--- config.mk ---
export PLATFORM = sky130hd
export DESIGN_NAME = pcc_clock_control
export DESIGN_NICKNAME = d
export VERILOG_FILES = /design/src/core/pcc_pkg.sv /design/src/core/pcc_div_if.sv /design/src/core/pcc_divider.sv /design/src/core/pcc_clock_control.sv
export SDC_FILE = /design/constraint.sdc
export NUM_CORES = 1
export LEC_CHECK = 0
export BUFFER_PORTS_ARGS = -buffer_cell sky130_fd_sc_hd__clkbuf_2
export CORE_MARGIN = 2
export CORE_UTILIZATION = 45
export CTS_CLUSTER_DIAMETER = 30
export DETAILED_ROUTE_END_ITERATION = 7
export PLACE_DENSITY = 0.64
export SYNTH_ARGS = -nofsm -noshare
export SYNTH_HDL_FRONTEND = slang
export SYNTH_SLANG_ARGS = --single-unit
--- constraint.sdc ---
create_clock -name i_clk -period 3.61 [get_ports i_clk]
set_input_delay 0.722 -clock i_clk [delete_from_list [all_inputs] [get_ports i_clk]]
set_output_delay 0.722 -clock i_clk [all_outputs]
set_load 0.01 [all_outputs]
--- src/core/pcc_pkg.sv ---
// Constants, register map and timing for the PLL clock control block
//
// Notes on behaviour
// - Lock output is active while locked; its active level is configurable.
// - Lock qualification counts a programmable 16 to 256 cycles before lock.
// - Lock output drops at once when the locked condition is lost.
// - Lock indicator may be routed onto the user programmable pin.
// - Fine skew mode: four dividers divide by 2, 4, 8 and 16.
// - Coarse skew mode: four dividers divide by 4, 8, 16 and 32.
// - Any of the four divider outputs may be chosen as loop feedback.
// - Loop mode: each divider runs from the oscillator, output ref*fb/div.
// - Bypass: selected reference feeds the dividers directly.
// - In bypass there is no lock detection and no phase skew.
// - Bypass comes from a user pin or from a register setting.
// - Feedback is internal from a divider or external from a bank input.
// - Internal feedback: only phase skew applies to the feedback path.
// - External feedback: both phase and time skew apply to feedback.
// - Exactly one of the two reference inputs is passed to the loop.
// - Reference choice comes from a user pin or from a register setting.
// - Serial clock held low 25 to 35 ms aborts the serial transfer.
// - Coarse mode inserts an extra divide by two before all dividers.
package pcc_pkg;
	////////////////////////////////////////////////////////////////////////
	localparam int ADDR_W = 3;
	localparam int DATA_W = 8;
	localparam logic [ADDR_W-1:0] ADDR_CTRL = 3'h0;
	localparam logic [ADDR_W-1:0] ADDR_FBSEL = 3'h1;
	localparam logic [ADDR_W-1:0] ADDR_LOCKLEN = 3'h2;
	localparam logic [ADDR_W-1:0] ADDR_SKEW = 3'h3;
	localparam logic [ADDR_W-1:0] ADDR_STATUS = 3'h4;
	// Control register bits
	localparam int CTL_BYP_VAL = 0;
	localparam int CTL_BYP_REG = 1;
	localparam int CTL_SRC_VAL = 2;
	localparam int CTL_SRC_REG = 3;
	localparam int CTL_COARSE = 4;
	localparam int CTL_FB_EXT = 5;
	localparam int CTL_POL_HIGH = 6;
	localparam int CTL_LOCK_USER = 7;
	// Status register bits
	localparam int ST_LOCKED = 0;
	localparam int ST_TIMEOUT = 1;
	localparam int ST_LOOP_IN = 2;
	localparam int ST_BYPASS = 3;
	localparam int ST_SOURCE = 4;
	// Skew register fields
	localparam int SKEW_W = 4;
	localparam int SKEW_PH_LSB = 0;
	localparam int SKEW_TM_LSB = 4;
	localparam int FB_SEL_W = 2;
	localparam int NUM_DIV = 4;
	// Reset values
	localparam logic [DATA_W-1:0] CTRL_RST = 8'h40;
	localparam logic [FB_SEL_W-1:0] FBSEL_RST = 2'h0;
	localparam logic [DATA_W-1:0] LOCKLEN_RST = 8'h0F;
	localparam logic [DATA_W-1:0] SKEW_RST = 8'h00;
	// Lock length register holds cycles minus one: 16 to 256 cycles
	localparam int LOCK_MIN = 16;
	localparam int LOCK_MAX = 256;
	localparam logic [DATA_W-1:0] LOCKLEN_MIN = DATA_W'(LOCK_MIN - 1);
	// Divider counter width fits the largest half period (coarse /32)
	localparam int DIV_CNT_W = 5;
	// Timing
	localparam int CLK_KHZ = 125000;
	localparam int TMO_MIN_MS = 25;
	localparam int TMO_MAX_MS = 35;
	localparam int TMO_CYC = TMO_MIN_MS * CLK_KHZ;
	localparam int TMO_CNT_W = 22;
	localparam int POR_WAIT_MS = 500;
	// Pin synchroniser lane positions
	localparam int NUM_PINS = 8;
	localparam int PIN_PRI = 0;
	localparam int PIN_SEC = 1;
	localparam int PIN_VCO = 2;
	localparam int PIN_EXTFB = 3;
	localparam int PIN_LOCK = 4;
	localparam int PIN_BYP = 5;
	localparam int PIN_SRC = 6;
	localparam int PIN_SCL = 7;
endpackage : pcc_pkg

--- src/core/pcc_div_if.sv ---
// Link between the control core and one output divider
`timescale 1ns/1ps
`default_nettype none
interface pcc_div_if;
	logic tick;
	logic coarse;
	logic out;
	modport src (output tick, output coarse, input out);
	modport div (input tick, input coarse, output out);
endinterface : pcc_div_if
`default_nettype wire

--- src/core/pcc_divider.sv ---
// One output divider, ratio 2^(IDX+1), doubled in coarse mode
`timescale 1ns/1ps
`default_nettype none
module pcc_divider
	import pcc_pkg::*;
#(
	parameter int IDX = 0
) (
	// Clock and reset
	input wire logic i_clk,
	input wire logic i_reset,
	// Divider link
	pcc_div_if.div dv
);
	logic [DIV_CNT_W-1:0] cnt;
	logic [DIV_CNT_W-1:0] next_cnt;
	logic [DIV_CNT_W-1:0] half_m1;
	logic out;
	logic next_out;

	////////////////////////////////////////////////////////////////////////
	always_comb begin
		// Coarse doubles the half period: the extra divide by two
		if (dv.coarse) begin
			half_m1 = DIV_CNT_W'((1 << (IDX + 1)) - 1);
		end else begin
			half_m1 = DIV_CNT_W'((1 << IDX) - 1);
		end
		next_cnt = cnt;
		next_out = out;
		if (dv.tick) begin
			// >= so a mode change mid-count cannot stall the divider
			if (cnt >= half_m1) begin
				next_cnt = '0;
				next_out = !out;
			end else begin
				next_cnt = cnt + DIV_CNT_W'(1);
			end
		end
	end

	always_ff @(posedge i_clk) begin
		if (i_reset) begin
			cnt <= '0;
			out <= 1'b0;
		end else begin
			cnt <= next_cnt;
			out <= next_out;
		end
	end

	assign dv.out = out;
endmodule : pcc_divider
`default_nettype wire

--- src/core/pcc_clock_control.sv ---
// PLL clock control: reference select, bypass, dividers, feedback, lock
`timescale 1ns/1ps
`default_nettype none
module pcc_clock_control
	import pcc_pkg::*;
#(
	parameter int TIMEOUT_CYC = TMO_CYC
) (
	// Clock and reset
	input wire logic i_clk,
	input wire logic i_reset,
	// Register port
	input wire logic [ADDR_W-1:0] i_addr,
	input wire logic [DATA_W-1:0] i_wdata,
	input wire logic i_wr,
	input wire logic i_rd,
	output logic [DATA_W-1:0] o_rdata,
	// Clock and status pins
	input wire logic i_primary_clock_in,
	input wire logic i_secondary_clock_in,
	input wire logic i_vco_clk,
	input wire logic i_ext_feedback,
	input wire logic i_loop_locked,
	// User control pins
	input wire logic i_bypass_pin,
	input wire logic i_source_choice_pin,
	// Serial control port clock line
	input wire logic i_scl,
	// Loop side outputs
	output logic o_ref_to_loop,
	output logic o_feedback,
	output logic [SKEW_W-1:0] o_fb_phase_skew,
	output logic [SKEW_W-1:0] o_fb_time_skew,
	output logic o_bypass,
	// Divider outputs
	output logic [NUM_DIV-1:0] o_div_out,
	// Lock indicator and user pin
	output logic o_lock,
	output logic o_user_pin,
	// Serial port abort
	output logic o_serial_abort
);
	////////////////////////////////////////////////////////////////////////
	// Pin synchronisers; first stage feeds only the second
	logic [NUM_PINS-1:0] pin_s1;
	logic [NUM_PINS-1:0] pin_s2;
	logic src_prev;
	logic vco_prev;
	logic next_src_prev;
	logic next_vco_prev;

	always_ff @(posedge i_clk) begin
		if (i_reset) begin
			pin_s1 <= '0;
			pin_s2 <= '0;
		end else begin
			pin_s1 <= {i_scl, i_source_choice_pin, i_bypass_pin,
				i_loop_locked, i_ext_feedback, i_vco_clk,
				i_secondary_clock_in, i_primary_clock_in};
			pin_s2 <= pin_s1;
		end
	end

	////////////////////////////////////////////////////////////////////////
	// Registers
	logic [DATA_W-1:0] ctrl;
	logic [DATA_W-1:0] next_ctrl;
	logic [FB_SEL_W-1:0] fb_sel;
	logic [FB_SEL_W-1:0] next_fb_sel;
	logic [DATA_W-1:0] lock_len;
	logic [DATA_W-1:0] next_lock_len;
	logic [DATA_W-1:0] skew;
	logic [DATA_W-1:0] next_skew;
	logic tmo_flag;
	logic next_tmo_flag;
	logic [DATA_W-1:0] next_rdata;
	logic [DATA_W-1:0] status;
	logic locked;
	logic tmo_hit;
	logic bypass_eff;
	logic source_choice;

	// Pin or register source for bypass and reference choice
	assign bypass_eff = ctrl[CTL_BYP_REG] ? ctrl[CTL_BYP_VAL]
		: pin_s2[PIN_BYP];
	assign source_choice = ctrl[CTL_SRC_REG] ? ctrl[CTL_SRC_VAL]
		: pin_s2[PIN_SRC];

	always_comb begin
		status = '0;
		status[ST_LOCKED] = locked;
		status[ST_TIMEOUT] = tmo_flag;
		status[ST_LOOP_IN] = pin_s2[PIN_LOCK];
		status[ST_BYPASS] = bypass_eff;
		status[ST_SOURCE] = source_choice;
	end

	always_comb begin
		next_ctrl = ctrl;
		next_fb_sel = fb_sel;
		next_lock_len = lock_len;
		next_skew = skew;
		next_tmo_flag = tmo_flag;
		next_rdata = '0;
		if (i_wr) begin
			case (i_addr)
				ADDR_CTRL: begin
					next_ctrl = i_wdata;
				end
				ADDR_FBSEL: begin
					next_fb_sel = i_wdata[FB_SEL_W-1:0];
				end
				ADDR_LOCKLEN: begin
					// Below 16 cycles is not allowed; clamp up
					if (i_wdata < LOCKLEN_MIN) begin
						next_lock_len = LOCKLEN_MIN;
					end else begin
						next_lock_len = i_wdata;
					end
				end
				ADDR_SKEW: begin
					next_skew = i_wdata;
				end
				ADDR_STATUS: begin
					if (i_wdata[ST_TIMEOUT]) begin
						next_tmo_flag = 1'b0;
					end
				end
				default: begin
				end
			endcase
		end
		// A new timeout beats a clear in the same cycle
		if (tmo_hit) begin
			next_tmo_flag = 1'b1;
		end
		if (i_rd) begin
			case (i_addr)
				ADDR_CTRL: next_rdata = ctrl;
				ADDR_FBSEL: next_rdata = DATA_W'(fb_sel);
				ADDR_LOCKLEN: next_rdata = lock_len;
				ADDR_SKEW: next_rdata = skew;
				ADDR_STATUS: next_rdata = status;
				default: next_rdata = '0;
			endcase
		end
	end

	always_ff @(posedge i_clk) begin
		if (i_reset) begin
			ctrl <= CTRL_RST;
			fb_sel <= FBSEL_RST;
			lock_len <= LOCKLEN_RST;
			skew <= SKEW_RST;
			tmo_flag <= 1'b0;
			o_rdata <= '0;
		end else begin
			ctrl <= next_ctrl;
			fb_sel <= next_fb_sel;
			lock_len <= next_lock_len;
			skew <= next_skew;
			tmo_flag <= next_tmo_flag;
			o_rdata <= next_rdata;
		end
	end

	////////////////////////////////////////////////////////////////////////
	// Divider bank. Sampling limits usable clock rates to well below
	// half of i_clk; the real high-speed path is analog.
	logic ref_sel;
	logic div_src;
	logic div_tick;
	logic [NUM_DIV-1:0] div_q;

	// Exactly one reference reaches the loop
	assign ref_sel = source_choice ? pin_s2[PIN_SEC] : pin_s2[PIN_PRI];
	// Bypass feeds the reference, otherwise the oscillator
	assign div_src = bypass_eff ? ref_sel : pin_s2[PIN_VCO];
	assign div_tick = div_src && !(bypass_eff ? src_prev : vco_prev);

	always_comb begin
		next_src_prev = ref_sel;
		next_vco_prev = pin_s2[PIN_VCO];
	end

	always_ff @(posedge i_clk) begin
		if (i_reset) begin
			src_prev <= 1'b0;
			vco_prev <= 1'b0;
		end else begin
			src_prev <= next_src_prev;
			vco_prev <= next_vco_prev;
		end
	end

	pcc_div_if div_link [NUM_DIV] ();

	for (genvar k = 0; k < NUM_DIV; k++) begin : g_div
		assign div_link[k].tick = div_tick;
		assign div_link[k].coarse = ctrl[CTL_COARSE];
		assign div_q[k] = div_link[k].out;
		pcc_divider #(.IDX(k)) u_div (
			.i_clk(i_clk),
			.i_reset(i_reset),
			.dv(div_link[k])
		);
	end

	assign o_div_out = div_q;

	////////////////////////////////////////////////////////////////////////
	// Lock qualification
	logic [DATA_W-1:0] qual_cnt;
	logic [DATA_W-1:0] next_qual_cnt;
	logic next_locked;
	logic lock_in;

	// No lock detection while bypassed
	assign lock_in = pin_s2[PIN_LOCK] && !bypass_eff;

	always_comb begin
		next_qual_cnt = qual_cnt;
		next_locked = locked;
		if (!lock_in) begin
			// Loss drops lock and restarts the count
			next_qual_cnt = '0;
			next_locked = 1'b0;
		end else if (!locked) begin
			if (qual_cnt >= lock_len) begin
				next_locked = 1'b1;
			end else begin
				next_qual_cnt = qual_cnt + DATA_W'(1);
			end
		end
	end

	always_ff @(posedge i_clk) begin
		if (i_reset) begin
			qual_cnt <= '0;
			locked <= 1'b0;
		end else begin
			qual_cnt <= next_qual_cnt;
			locked <= next_locked;
		end
	end

	////////////////////////////////////////////////////////////////////////
	// Serial clock low timeout
	logic [TMO_CNT_W-1:0] tmo_cnt;
	logic [TMO_CNT_W-1:0] next_tmo_cnt;

	assign tmo_hit = !pin_s2[PIN_SCL]
		&& (tmo_cnt == TMO_CNT_W'(TIMEOUT_CYC - 1));

	always_comb begin
		next_tmo_cnt = tmo_cnt;
		if (pin_s2[PIN_SCL]) begin
			next_tmo_cnt = '0;
		end else if (tmo_cnt < TMO_CNT_W'(TIMEOUT_CYC)) begin
			// Saturate so one long low gives a single abort
			next_tmo_cnt = tmo_cnt + TMO_CNT_W'(1);
		end
	end

	always_ff @(posedge i_clk) begin
		if (i_reset) begin
			tmo_cnt <= '0;
		end else begin
			tmo_cnt <= next_tmo_cnt;
		end
	end

	////////////////////////////////////////////////////////////////////////
	// Registered outputs
	logic next_lock_out;
	logic next_feedback;
	logic [SKEW_W-1:0] next_ph_skew;
	logic [SKEW_W-1:0] next_tm_skew;

	always_comb begin
		// Active level chosen by configuration
		next_lock_out = ctrl[CTL_POL_HIGH] ? next_locked : !next_locked;
		// Internal divider or external bank feedback
		next_feedback = ctrl[CTL_FB_EXT] ? pin_s2[PIN_EXTFB]
			: div_q[fb_sel];
		// Phase skew only exists with the loop running
		next_ph_skew = bypass_eff ? '0
			: skew[SKEW_PH_LSB +: SKEW_W];
		// Time skew on feedback only with external feedback
		next_tm_skew = ctrl[CTL_FB_EXT] ? skew[SKEW_TM_LSB +: SKEW_W]
			: '0;
	end

	always_ff @(posedge i_clk) begin
		if (i_reset) begin
			o_lock <= 1'b0;
			o_user_pin <= 1'b0;
			o_feedback <= 1'b0;
			o_ref_to_loop <= 1'b0;
			o_fb_phase_skew <= '0;
			o_fb_time_skew <= '0;
			o_bypass <= 1'b0;
			o_serial_abort <= 1'b0;
		end else begin
			o_lock <= next_lock_out;
			// User pin carries lock when routed there
			o_user_pin <= ctrl[CTL_LOCK_USER] && next_lock_out;
			o_feedback <= next_feedback;
			o_ref_to_loop <= ref_sel;
			o_fb_phase_skew <= next_ph_skew;
			o_fb_time_skew <= next_tm_skew;
			o_bypass <= bypass_eff;
			o_serial_abort <= tmo_hit;
		end
	end
endmodule : pcc_clock_control
`default_nettype wire

==> results of run 1 <==
[worst paths after layout]
path | startpoint | depth (start not counted) | endpoint
worst min register to register | pin_s1[6] | 1 | pin_s2[6]
worst max-delay path | ctrl[3] | 6 | g_div[2].u_div.cnt[4]
worst min-delay path | pin_s1[6] | 1 | pin_s2[6]
worst max register to register | ctrl[3] | 6 | g_div[2].u_div.cnt[4]
[cells by family (layout without fill, tap and decap cells)]
group	after synthesis	after routing	synth area share [%]
and+or+nand+nor	265	265	25.5
DFF	121	121	47.5
AOI/OAI and AO/OA	78	78	9.61
buffers and inverters	42	94	3.65
xor gates and xnor gates	38	38	6.52
adders and majority gates	18	18	4.41
muxes	13	13	2.84
[layout by cell type, fill, tap and decap left out, types with 14 or more instances in the layout]
master     netlist  layout
dfxtp_1        121     121
nor2_1          85      85
nand2_1         72      72
clkbuf_2         0      48
a21oi_1         30      30
xnor2_1         29      29
nor2b_1         24      24
nor3_1          18      18
ha_1            18      18
clkbuf_16        0      17
o21ai_0         14      14
[Yosys cell counts (3+ instances only)]
| cell type | count | area share [%] |
|---|---|---|
| clkbuf_1 | 19 | 1.4 |
| and2_1 | 7 | 0.86 |
| xor2_1 | 9 | 1.5 |
| nor3b_1 | 5 | 0.74 |
| inv_1 | 13 | 0.96 |
| buf_4 | 5 | 0.74 |
| and3_1 | 9 | 1.1 |
| a31oi_1 | 3 | 0.37 |
| a22oi_1 | 10 | 1.5 |
| nand4_1 | 11 | 1.3 |
| nor4_4 | 3 | 1.2 |
| a21oi_1 | 30 | 2.9 |
| o22ai_1 | 4 | 0.49 |
| o22a_1 | 4 | 0.69 |
| dfxtp_1 | 121 | 47 |
| nand2_1 | 72 | 5.3 |
| or3_1 | 3 | 0.37 |
| nor2_1 | 85 | 6.3 |
| nand3_1 | 12 | 1.2 |
| nor2b_1 | 24 | 2.9 |
| nor3_1 | 18 | 1.8 |
| o21ai_0 | 14 | 1.4 |
| ha_1 | 18 | 4.4 |
| xnor2_1 | 29 | 5.0 |
| a41oi_1 | 5 | 0.86 |
| mux2i_1 | 10 | 2.0 |
| nor4_1 | 3 | 0.37 |
[per-stage QoR]
stage                     instances  area (µm²)  hold WS [ns]  total power, mW  util (%)
after floorplan                 575        5100         0.414             1.49         -
after global placement          735        5400         0.418             1.53      49.4
after detailed placement        735        5400         0.420             1.54      49.4
after CTS                       767        5990         0.435             3.23      54.8
after global routing            767        5990         0.456             3.31      54.8
final                           767        5990         0.431             3.19      54.8
[layout make-up]
cell class | count | area, µm² | area share [%]
multi-input cells | 412 | 2500 | 41.8
flip-flops and latches | 121 | 2420 | 40.4
clock buffers | 18 | 429 | 7.16
repair buffers | 49 | 248 | 4.13
well taps | 140 | 175 | 2.92
clock inverters | 14 | 165 | 2.76
inverters | 13 | 48.8 | 0.814
[per-layer routing]
metal	vias to the layer above	GRT usage (%)	wire length (µm)
met5	-	0	0
met4	0	7.50	172
met3	16	5.49	421
met2	79	28.7	5120
met1	1839	23.2	5210
li1	2037	-	-
[worst register-to-register path, cell delays in order, from the launching register on]
cell and delay [ns]:
dfxtp_1 0.36, mux2i_1 0.29, mux2i_1 0.18, o31ai_4 0.90, o41a_1 0.33, or2_1 0.20, nor2_1 0.07
[power by group]
group,internal [mW],switching [mW],total (mW),leakage [nW]
Combinational,0.0490,0.0807,0.130,1.06
Sequential,1.36,0.0168,1.38,0.981
Clock,1.03,0.651,1.69,0.284
==> flow_summary.ini, run 1 <==
[job]
maxCapViolations = 0

[die]
core_area_um2 = 10900
die-area_um2 = 12200
rows = 38
die_h_um = 111
start_util_pct = 46.7
dieWidth_um = 111
io_pins = 49

[route]
vias = 3971
routedWlPerCell_um = 14.2
first_iter_violations = 221
vias_per_cell = 5.18
ant_nets = 0
drt_drc_violations_left = 0
totalWireLength_um = 10900
dr.pass1.iters = 4

[worst_setup_path]
cp.required_ns = 3.91
critPathTopFamily = compound AO/OA/AOI/OAI gates
slowest_delay_ns = 0.90
r2r_slack_ns = 1.16
crit_type = reg2reg
crit_path_frequent_cell = mux2i_1
arrival_ns = 2.75
startpoint_type = flip-flop
cp_slowest_cell = o31ai_4
cp_max_fo = 24
path_cells = mux2i_1 > mux2i_1 > o31ai_4 > o41a_1 > or2_1 > nor2_1
path_buf_inv = 0
crit_path_end_kind = flip-flop

[timing]
fin_tns_setup_ns = 0
period_needed_ns = 2.45
period_share_pct = 67.9
max_clock_freq_mhz = 408
hold_viol_final = 0
worst-slew-pin-transition_ns = 1.11
slew_headroom_pct = 26.0
setup_slack_ns = 1.16
rsz0062_at_grt = false
finalMaxSlewViolations = 0
clock_skew_ns = 0.0102
setup_viol_count_final = 0

[finish]
regMostFlops = tmo_cnt
num_antenna_cells = 0
largest_register_ffs = 22
nets = 655
layout-drive-gt1-share_pct = 14.7
fillers = 1003
syn2layout_area_growth_pct = 17.4
largest_registers = tmo_cnt: 22 flops, g_div.u_div.cnt: 20 flops

[clocking]
clkTransAtPathRegs_ns = 0.06
clkLatencyLatePin_ns = 0.42
cts_tree = done
clkSinkCount = 121
clk_path_buf_depth = 2
htreeDepth = 4
post_cts_buffers = 0
post_cts_resized = 0
cts_hold_buf = 0
cts-root-buf = clkbuf_16
cts_buffers = 17

[placed_design]
pre_cts_ws_ns = 1.15
gp_routability_congestion = 0.792
dp_hpwl_um = 7730
io_buffers = 48

[synth]
postSynthCellCount = 575
ys_seq_elements = 121
synth_area_um2 = 5100
synth-edff-count = 0
yosysWarnings = 0
async_flop_share_pct = 0
synth_ff_type = dfxtp_1
synth_cell_types = 49
synthesis.nets = 616
syn_avg_cell_area_um2 = 8.88
seq_area_frac_synth_pct = 47.5

[grt]
grt_max_degree = 34
track_usage_pct = 18.2
grt_first_pass_wirelength_um = 17900
grt.overflow.total = 0
grt_pass1_vias = 3784
antenna_found_initial = 0

[power_and_ir_drop]
peakVddDrop_uv = 408
powerDensity_nw_per_um2 = 533
cellLeakagePower_nw = 2.33

[worst_hold_path]
hp-class = reg2reg

[outcome]
status = completed
Note: power is estimated with default switching activity, not from simulation.
==> run 2, diff against run 1 <==
- ABC_AREA: unset -> 1
- PLACE_DENSITY: 0.64 -> 0.66
- clock period: 3.61 -> 2.25 ns (I/O delays scaled with it)
==> flow_summary.ini, run 2 <==
[outcome]
status = completed

[route]
vias = 4892
ant_nets = 0
first_iter_violations = 241
drt_drc_violations_left = 0
totalWireLength_um = 12200
routedWlPerCell_um = 12.8
dr.pass1.iters = 5
vias_per_cell = 5.12

[timing]
fin_tns_setup_ns = 0
period_needed_ns = 1.77
hold_viol_final = 0
worst-slew-pin-transition_ns = 0.747
clock_skew_ns = 0.00959
setup_viol_count_final = 0
slew_headroom_pct = 50.2
hold_ws_ns = 0.226
max_clock_freq_mhz = 565
finalMaxSlewViolations = 0
setup_slack_ns = 0.481
rsz0062_at_grt = false
period_share_pct = 78.6

[placed_design]
io_buffers = 48
dp_hpwl_um = 9110
place_area_um2 = 5840
dp.cells = 923
gp_routability_congestion = 0.926
pre_cts_ws_ns = 0.405

[power_and_ir_drop]
peakVddDrop_uv = 451
cellLeakagePower_nw = 2.81
powerDensity_nw_per_um2 = 816
total_power_mw = 5.27

[grt]
grt_first_pass_wirelength_um = 20900
antenna_found_initial = 0
grt_pass1_vias = 4548
grt.overflow.total = 0
grt_max_degree = 40
track_usage_pct = 20.0

[clocking]
cts_buffers = 17
clkSinkCount = 121
post_cts_buffers = 0
htreeDepth = 4
cts_tree = done
clkLatencyLatePin_ns = 0.41
clk_path_buf_depth = 2
clkTransAtPathRegs_ns = 0.06
cts_hold_buf = 0
post_cts_resized = 0
cts-root-buf = clkbuf_16

[finish]
regMostFlops = tmo_cnt
final_common_cell = nand2_1
layout-drive-gt1-share_pct = 13.6
fin_area_um2 = 6460
final_cells = 955
final_util_pct = 53.8
mostFrequentLayoutCells = nand2_1, dfxtp_1, nor2_1
nets = 836
largest_registers = tmo_cnt: 22 flops, g_div.u_div.cnt: 20 flops
largest_register_ffs = 22
syn2layout_area_growth_pct = 17.2
num_antenna_cells = 0

[synth]
yosysMostFrequentCell = nand2_1
synthesis.nets = 787
synth_cell_types = 38
synth_ff_type = dfxtp_1
async_flop_share_pct = 0
synth_top_area_share_pct = 43.9
postSynthCellCount = 746
synth_top_area_cell = dfxtp_1
synth_area_um2 = 5520
yosysWarnings = 0
synth-edff-count = 0
ys_seq_elements = 121
seq_area_frac_synth_pct = 43.9
synthTopCellsByArea = dfxtp_1, nand2_1, nor2_1, inv_1, a21oi_1
syn_avg_cell_area_um2 = 7.39
synthTopCellsByCount = nand2_1, dfxtp_1, nor2_1, inv_1, a21oi_1

[worst_setup_path]
crit_start = lock_len[5]
startpoint_type = flip-flop
cp.required_ns = 2.59
arrival_ns = 2.11
cp_max_fo = 12
crit_type = reg2reg
crit_path_end_kind = flip-flop
timing.rr.start = lock_len[5]

[worst_hold_path]
hold_start = i_vco_clk
hp-class = in2reg

[die]
dieWidth_um = 115
start_util_pct = 45.9
io_pins = 49
die_h_um = 115
core_area_um2 = 12000
rows = 40
die-area_um2 = 13200

[job]
maxCapViolations = 0
[run 2: path summary, 6_finish.rpt]
path	endpoint	slack [ns]	depth (start not counted)
max	qual_cnt[6]	0.48	9
min	pin_s1[2]	0.23	3
max reg2reg	qual_cnt[6]	0.48	9
min reg2reg	pin_s2[0]	0.40	2
[run 2: worst max-delay path, stage by stage, from the launching register on]
cell	delay [ns]
dfxtp_1	0.33
inv_1	0.07
ha_1	0.31
a21oi_1	0.15
nor2_1	0.05
nor2_1	0.08
nand2_1	0.23
inv_1	0.28
nand2_1	0.08
a21oi_1	0.12
[run 2: cell type report]
class | instances | area (µm²)
clock inverter | 13 | 166
clock buffer | 19 | 453
fill | 1164 | 5550
inverter | 90 | 338
sequential | 121 | 2420
tap | 147 | 184
timing repair buffer | 53 | 278
multi-input combinational | 512 | 2620
[run 2: routing by layer]
metal | global-route usage [%] | wire, µm
met1 | 25.5 | 5700
met3 | 4.18 | 508
met4 | 9.16 | 219
met2 | 32.7 | 5820
met5 | 0 | 0
[run 2: cells by family (layout without fill, tap and decap cells)]
kind of cell    count (synthesis)  after routing  share of synthesized area (%)
xor+xnor                       19             19                           3.02
flops                         121            121                           43.9
fa+ha+maj                      18             18                           4.08
compound gates                125            125                           12.7
simple gates                  350            350                           27.7
buf+inv                       113            175                           8.55
[run 2: power breakdown]
group | total, mW | switching (mW) | internal, mW | leakage [nW]
logic | 0.245 | 0.163 | 0.0812 | 1.54
registers | 2.22 | 0.0286 | 2.20 | 0.982
clock network | 2.80 | 0.997 | 1.81 | 0.285
total | 5.27 | 1.19 | 4.08 | 2.81
